===== src/core/bp_trace_pkg.sv =====
package bp_trace_pkg;

    // register selection on the coprocessor path (register 23)
    localparam logic [4:0] CP_REG_NUM        = 5'h17;
    localparam logic [2:0] SEL_TRIGGER_CTRL  = 3'h4;
    localparam logic [2:0] SEL_BREAK_INFO    = 3'h6;

    // trace_trigger_control field positions
    localparam int DATA_GATE_POS     = 31;
    localparam int DATA_ACTION_LO    = 16;
    localparam int DATA_ACTION_W     = 2;
    localparam int INSTR_GATE_POS    = 15;
    localparam int INSTR_ACTION_LO   = 0;
    localparam int INSTR_ACTION_W    = 6;
    localparam logic [31:0] TRIGGER_CTRL_RESET = 32'h0000_0000;

    // complex_break_info field positions
    localparam int PRIMED_POS        = 3;
    localparam int DATA_QUAL_POS     = 2;
    localparam int TUPLE_POS         = 1;
    localparam int PASS_COUNT_POS    = 0;
    localparam logic [3:0] BREAK_INFO_RESET = 4'h0;

    // coprocessor register access request
    typedef struct packed {
        logic       rd;
        logic       wr;
        logic [4:0] reg_num;
        logic [2:0] sel;
        logic [31:0] wdata;
    } cp_req_t;

    // complex-breakpoint features seen at debug exception entry
    typedef struct packed {
        logic primed;
        logic data_qual;
        logic tuple;
        logic pass_count;
    } cbrk_info_t;

    // trace on/off command to the trace generation logic
    typedef struct packed {
        logic start;
        logic stop;
    } trace_cmd_t;

    typedef enum logic [1:0] {
        TRC_OFF,
        TRC_ON
    } trace_state_t;

endpackage


===== src/core/bp_trigger_select.sv =====
`timescale 1ns/1ps
`default_nettype none

// resolves one class of breakpoint triggers into start/stop requests
module bp_trigger_select #(
    parameter int N = 6
) (
    // controls
    input  wire logic         gate_i,
    input  wire logic [N-1:0] action_i,
    input  wire logic [N-1:0] present_i,
    // triggers
    input  wire logic [N-1:0] trig_i,
    // requests
    output logic              start_o,
    output logic              stop_o
);
    wire logic [N-1:0] live_trig;

    if (N < 1) begin : g_bad_n
        $error("N must be at least 1");
    end

    // absent breakpoints never count, whatever their action bit
    assign live_trig = trig_i & present_i & {N{gate_i}};
    assign start_o   = |(live_trig & action_i);
    assign stop_o    = |(live_trig & ~action_i);
endmodule // bp_trigger_select

`default_nettype wire


===== src/core/cbrk_info_reg.sv =====
`timescale 1ns/1ps
`default_nettype none

// captures complex-breakpoint features at debug exception entry only
module cbrk_info_reg
    import bp_trace_pkg::*;
(
    // clock and reset
    input  wire logic       clk_sys_i,
    input  wire logic       sys_rst_i,
    // capture
    input  wire logic       dbg_entry_i,
    input  wire cbrk_info_t feat_i,
    // state
    output cbrk_info_t      info_o
);
    always_ff @(posedge clk_sys_i or posedge sys_rst_i) begin
        if (sys_rst_i) begin
            info_o <= cbrk_info_t'(BREAK_INFO_RESET);
        end else if (dbg_entry_i) begin
            info_o <= feat_i;
        end
    end
endmodule // cbrk_info_reg

`default_nettype wire


===== src/core/bp_trace_ctrl.sv =====
`timescale 1ns/1ps
`default_nettype none

module bp_trace_ctrl #(
    parameter int  NUM_IBP        = 6,
    parameter int  NUM_DBP        = 2,
    parameter bit  HAS_TRACE      = 1'b1,
    parameter bit  HAS_COMPLEX_BP = 1'b1
) (
    // clock and reset
    input  wire logic                     clk_sys_i,
    input  wire logic                     sys_rst_i,
    // coprocessor register path
    input  wire bp_trace_pkg::cp_req_t    cp_req_i,
    output logic [31:0]                   cp_rdata_o,
    output logic                          cp_hit_o,
    // breakpoint unit triggers
    input  wire logic [5:0]               ibp_trig_i,
    input  wire logic [1:0]               dbp_trig_i,
    // debug exception entry
    input  wire logic                     dbg_entry_i,
    input  wire bp_trace_pkg::cbrk_info_t cbrk_feat_i,
    // trace logic
    output bp_trace_pkg::trace_cmd_t      trace_cmd_o,
    output logic                          trace_on_o
);
    import bp_trace_pkg::*;

    // the register holds room for six and two breakpoints, no more
    if (NUM_IBP < 0 || NUM_IBP > INSTR_ACTION_W) begin : g_bad_ibp
        $error("NUM_IBP out of range");
    end
    if (NUM_DBP < 0 || NUM_DBP > DATA_ACTION_W) begin : g_bad_dbp
        $error("NUM_DBP out of range");
    end

    localparam bit CTRL_PRESENT = (NUM_IBP + NUM_DBP > 0) && HAS_TRACE;

    function automatic logic [5:0] present_mask(input int n);
        logic [5:0] m;
        m = 6'h00;
        for (int i = 0; i < 6; i++) begin
            if (i < n) begin
                m[i] = 1'b1;
            end
        end
        return m;
    endfunction

    localparam logic [5:0] IBP_MASK = present_mask(NUM_IBP);
    localparam logic [5:0] DBP_MASK_FULL = present_mask(NUM_DBP);
    localparam logic [1:0] DBP_MASK = DBP_MASK_FULL[1:0];

    logic                      data_gate;
    logic [DATA_ACTION_W-1:0]  data_bp_action_bits;
    logic                      instr_gate;
    logic [INSTR_ACTION_W-1:0] instr_bp_action_bits;
    trace_state_t              trace_state;
    trace_state_t              next_trace_state;
    cbrk_info_t                break_info;
    logic [31:0]               read_mux;

    // register decode
    wire logic sel_ctrl = CTRL_PRESENT && cp_req_i.reg_num == CP_REG_NUM
                          && cp_req_i.sel == SEL_TRIGGER_CTRL;
    wire logic sel_info = HAS_COMPLEX_BP && cp_req_i.reg_num == CP_REG_NUM
                          && cp_req_i.sel == SEL_BREAK_INFO;
    wire logic wr_ctrl  = cp_req_i.wr && sel_ctrl;

    // only defined fields are stored; reserved ranges drop the write
    always_ff @(posedge clk_sys_i or posedge sys_rst_i) begin
        if (sys_rst_i) begin
            data_gate            <= TRIGGER_CTRL_RESET[DATA_GATE_POS];
            data_bp_action_bits  <= TRIGGER_CTRL_RESET[DATA_ACTION_LO +: DATA_ACTION_W];
            instr_gate           <= TRIGGER_CTRL_RESET[INSTR_GATE_POS];
            instr_bp_action_bits <= TRIGGER_CTRL_RESET[INSTR_ACTION_LO +: INSTR_ACTION_W];
        end else if (wr_ctrl) begin
            data_gate            <= cp_req_i.wdata[DATA_GATE_POS];
            data_bp_action_bits  <= cp_req_i.wdata[DATA_ACTION_LO +: DATA_ACTION_W];
            instr_gate           <= cp_req_i.wdata[INSTR_GATE_POS];
            instr_bp_action_bits <= cp_req_i.wdata[INSTR_ACTION_LO +: INSTR_ACTION_W];
        end
    end

    // trigger resolution per class
    logic i_start;
    logic i_stop;
    logic d_start;
    logic d_stop;

    bp_trigger_select #(.N(INSTR_ACTION_W)) u_instr_sel (
        .gate_i    (instr_gate),
        .action_i  (instr_bp_action_bits),
        .present_i (IBP_MASK),
        .trig_i    (ibp_trig_i),
        .start_o   (i_start),
        .stop_o    (i_stop)
    );

    bp_trigger_select #(.N(DATA_ACTION_W)) u_data_sel (
        .gate_i    (data_gate),
        .action_i  (data_bp_action_bits),
        .present_i (DBP_MASK),
        .trig_i    (dbp_trig_i),
        .start_o   (d_start),
        .stop_o    (d_stop)
    );

    // triggers are only observed here; exception raising stays with the
    // breakpoint unit, so a breakpoint can do both
    wire logic any_start = CTRL_PRESENT && (i_start || d_start);
    wire logic any_stop  = CTRL_PRESENT && (i_stop || d_stop);

    // start wins over stop when two breakpoints disagree in one cycle
    always_comb begin
        next_trace_state = trace_state;
        unique case (trace_state)
            TRC_OFF: begin
                if (any_start) begin
                    next_trace_state = TRC_ON;
                end
            end
            TRC_ON: begin
                if (any_stop && !any_start) begin
                    next_trace_state = TRC_OFF;
                end
            end
            default: begin
                next_trace_state = TRC_OFF;
            end
        endcase
    end

    always_ff @(posedge clk_sys_i or posedge sys_rst_i) begin
        if (sys_rst_i) begin
            trace_state <= TRC_OFF;
            trace_cmd_o <= '0;
        end else begin
            trace_state       <= next_trace_state;
            trace_cmd_o.start <= any_start;
            trace_cmd_o.stop  <= any_stop && !any_start;
        end
    end

    assign trace_on_o = (trace_state == TRC_ON);

    // status register: no write path at all
    cbrk_info_reg u_info (
        .clk_sys_i   (clk_sys_i),
        .sys_rst_i   (sys_rst_i),
        .dbg_entry_i (dbg_entry_i && HAS_COMPLEX_BP),
        .feat_i      (cbrk_feat_i),
        .info_o      (break_info)
    );

    wire logic [31:0] ctrl_word = {data_gate, 13'h0000, data_bp_action_bits,
                                   instr_gate, 9'h000, instr_bp_action_bits};
    wire logic [31:0] info_word = {28'h0000000, break_info.primed,
                                   break_info.data_qual,
                                   break_info.tuple,
                                   break_info.pass_count};

    assign read_mux = sel_ctrl ? ctrl_word : (sel_info ? info_word : 32'h0000_0000);

    always_ff @(posedge clk_sys_i or posedge sys_rst_i) begin
        if (sys_rst_i) begin
            cp_rdata_o <= 32'h0000_0000;
        end else if (cp_req_i.rd) begin
            cp_rdata_o <= read_mux;
        end
    end

    assign cp_hit_o = sel_ctrl || sel_info;

endmodule // bp_trace_ctrl

`default_nettype wire


===== config.mk =====
export PLATFORM = sky130hd
export DESIGN_NAME = bp_trace_ctrl
export DESIGN_NICKNAME = d
export VERILOG_FILES = /design/src/core/bp_trace_pkg.sv /design/src/core/bp_trigger_select.sv /design/src/core/cbrk_info_reg.sv /design/src/core/bp_trace_ctrl.sv
export SDC_FILE = /design/constraint.sdc
export NUM_CORES = 1
export LEC_CHECK = 0
export BUFFER_PORTS_ARGS = -buffer_cell sky130_fd_sc_hd__clkbuf_2
export CORE_MARGIN = 4
export CORE_UTILIZATION = 40
export DETAILED_ROUTE_END_ITERATION = 10
export PLACE_DENSITY = 0.84
export SLEW_MARGIN = 20
export SYNTH_ARGS = -nofsm -noshare
export SYNTH_HDL_FRONTEND = slang
export SYNTH_SLANG_ARGS = --single-unit

===== constraint.sdc =====
create_clock -name clk_sys_i -period 2.1 [get_ports clk_sys_i]
set_input_delay 0.105 -clock clk_sys_i [delete_from_list [all_inputs] [get_ports clk_sys_i]]
set_output_delay 0.105 -clock clk_sys_i [all_outputs]
set_load 0.05 [all_outputs]

==> reports/summary.txt <==
Skew final: 0.00161 ns
Setup crit end: trace_state[0]$_DFFE_PP0P_
Reg2Reg Depth: 4
Area of the core: 3420 um^2
Synth unique cells: 22
Fin crit period: 1.38 ns
Synthesized area: 1440 um^2
Number of remaining DRC errors: 0
Total wire length: 2.82 mm
Synth Area in Simple Gates: 7.65%
Setup repair bufs after CTS: 0
Seq cells post-synth: 27
CP arrival: 1.60 ns
Layout Nets: 239
Top cells by area, synth: dfrtp_1 47%, buf_4 11%, mux2_4 10%, mux2_2 6.3%, inv_1 5.2%
Core Rows: 21
Clock transition at path regs: 0.14 ns
Iteration-0 DRC Markers: 12
Critical-path maximum fanout: 4
Number of global-route vias before repair: 993
Largest family of logic cells by synthesized area: buffers and inverters
Die Y: 68.0 um
Sequential fraction of the synthesis area: 47.0%
H-tree depth: 1
Fraction of layout cells with a size suffix above 1: 41.4%
Largest net degree at the start of global routing: 28
Reg-to-Reg End: trace_state[0]$_DFFE_PP0P_
ANT cells: 0
Pleak: 0.893 nW
Adder-cell share of the synthesized area: 0%
P&R area growth vs syn: 16.5%
Crit path from: instr_bp_action_bits[1]$_DFFE_PP0P_
Status: finished, final reports clean
Hold Violations, Final: 0
GRT Overall Usage: 12.8%
Mapped Cells: 130
CP Launch Type: flip-flop
Via density: 4.41
# setup viols final: 0
Unrepaired setup endpoints after global routing: no
Root buffer cell: clkbuf_4
CTS tree: built
Setup_tns: 0 ns
Flop-to-flop setup slack: 0.72 ns
Top cell type's share of synthesized area: 47.0%
Max VDD drop: 0.282 mV
Part of the cycle the worst path needs: 65.9%
Crit Path Class: reg -> reg
TritonCTS Buffers: 3
Syn avg cell area: 11.1 um^2
First-pass GRT wire length: 4.51 mm
IO Count: 93
FMAX: 0.722 GHz
Max clock buf depth: 2
1st-pass router iterations: 4
Final core utilization: 49.1%
Slew Limit Fails: 0
Reg-to-Reg Start: instr_bp_action_bits[1]$_DFFE_PP0P_
Final setup margin: 0.716 ns
WL/cell: 12.4 um
Critical Path RT: 2.32 ns
Yosys warns: 0
Synth Area in Compound Gates: 9.83%
Post-Synth XOR/XNOR Area: 0%
Die area: 4620 um^2
Count of input and output buffers: 48
GR Overflow Total: 0
Routed vias: 1,001
Antenna violations before repair: 0
PwrDens: 596 nW/um^2
Clock sinks: 27
DP Worst Slack: 0.559 ns
Worst-Skew Late Latency: 0.31 ns
HPWL after DPL: 2.37 mm
GP Congestion: 0.684
Post-DRT Antenna Nets: 0
Initial Util: 42.1%
Mux share of post-synthesis cell area: 16.7%
Cell taking the most area after synthesis: dfrtp_1
Fill count: 341
Max Cap Viol: 0
X dimension of the die: 68.0 um
Hold Crit Class: in -> reg
Crit. End Element: flip-flop
==> sequential cells by signal, summed over array words and instances (netlist names) <==
| register | cells |
|---|---|
| trace_state | 1 |
| data_gate | 1 |
| cp_rdata_o | 10 |
| instr_gate | 1 |
| instr_bp_action_bits | 6 |
| trace_cmd_o | 2 |
| data_bp_action_bits | 2 |
| u_info.info_o | 4 |
==> synth_stat cells (all sizes together) <==
cell	count
dfrtp	27
buf	23
inv	20
mux2	18
o22ai	8
nand3	7
o21ai	6
nand2	5
a22oi	3
a22o	2
clkbuf	2
a21oi	1
a31o	1
and2	1
conb	1
nand2b	1
nand4	1
nor4	1
o31ai	1
or3	1
==> power breakdown <==
part           leakage (nW)  switching [mW]  internal (mW)  total [mW]
logic                 0.512           0.157         0.0685       0.225
clock network        0.0150           0.141         0.0741       0.215
registers             0.366          0.0172          0.542       0.559
total                 0.893           0.315          0.685        1.00
==> layout make-up <==
| cell class | count | area [um^2] | share of cell area, % |
|---|---|---|---|
| clock buffer | 4 | 26.3 | 1.57 |
| inverter | 20 | 75.1 | 4.48 |
| multi-input combinational | 79 | 574 | 34.3 |
| sequential | 27 | 676 | 40.3 |
| tap | 46 | 57.6 | 3.43 |
| timing repair buffer | 51 | 268 | 16.0 |
==> worst min path at each step <==
stage | start | endpoint | cells past startpoint
finish | cbrk_feat_i[0] | u_info.info_o[0]$_DFFE_PP0P_ | 2
global route | cp_req_i[17] | data_bp_action_bits[1]$_DFFE_PP0P_ | 2
CTS | cp_req_i[0] | instr_bp_action_bits[0]$_DFFE_PP0P_ | 2
detailed placement | sys_rst_i | cp_rdata_o[15]$_DFFE_PP0P_ | 3
global placement | sys_rst_i | cp_rdata_o[4]$_DFFE_PP0P_ | 3
floorplan | sys_rst_i | cp_rdata_o[0]$_DFFE_PP0P_ | 1
==> worst max-delay path, stage by stage (launching register included) <==
cell	delay [ns]
dfrtp_1	0.44
a22oi_1	0.22
nand3_1	0.13
a22o_1	0.28
a31o_2	0.22
==> cells in the final DEF, fill, tap and decap left out, drive strengths merged <==
cell and instances:
clkbuf 52, dfrtp 27, conb 22, inv 20
mux2 18, o22ai 8, nand3 7, o21ai 6
nand2 5, a22oi 3, a22o 2, dlygate4sd3 2
nand4 1, nand2b 1, nor4 1, and2 1
or3 1, o31ai 1, a31o 1, a21oi 1
buf 1
==> metrics by stage <==
step / power (mW) / instances / cell area (um^2) / hold slack, ns
after CTS: 1.01 / 226 / 1670 / 0.00343
final: 1.00 / 227 / 1680 / 0.0117
after detailed placement: 0.793 / 221 / 1630 / 0.171
after floorplan: 0.765 / 151 / 1520 / 0.158
after global placement: 0.787 / 221 / 1630 / 0.177
after global routing: 1.05 / 227 / 1680 / 0.00259
==> cells by family after synthesis <==
family                 Yosys count
buffers and inverters           45
flip-flops                      27
AO/OA/AOI/OAI                   22
multiplexers                    18
AND/OR/NAND/NOR                 17
other                            1
==> repair_timing <==
item                       4_1_cts  5_1_grt
gates resized for setup          0        0
setup endpoints to repair        0        0
hold endpoints to repair        27        1
hold buffers                     1        1
==> routing by layer <==
layer / up-vias / GRT usage [%] / part of all wire, %
met2: 35 / 22.1 / 49
met4: 0 / 2.98 / 0.35
met5: - / 0 / 0
met1: 465 / 16.1 / 43
li1: 499 / - / -
met3: 2 / 2.79 / 7.3
No activity file was read; power rests on OpenSTA's default activity.
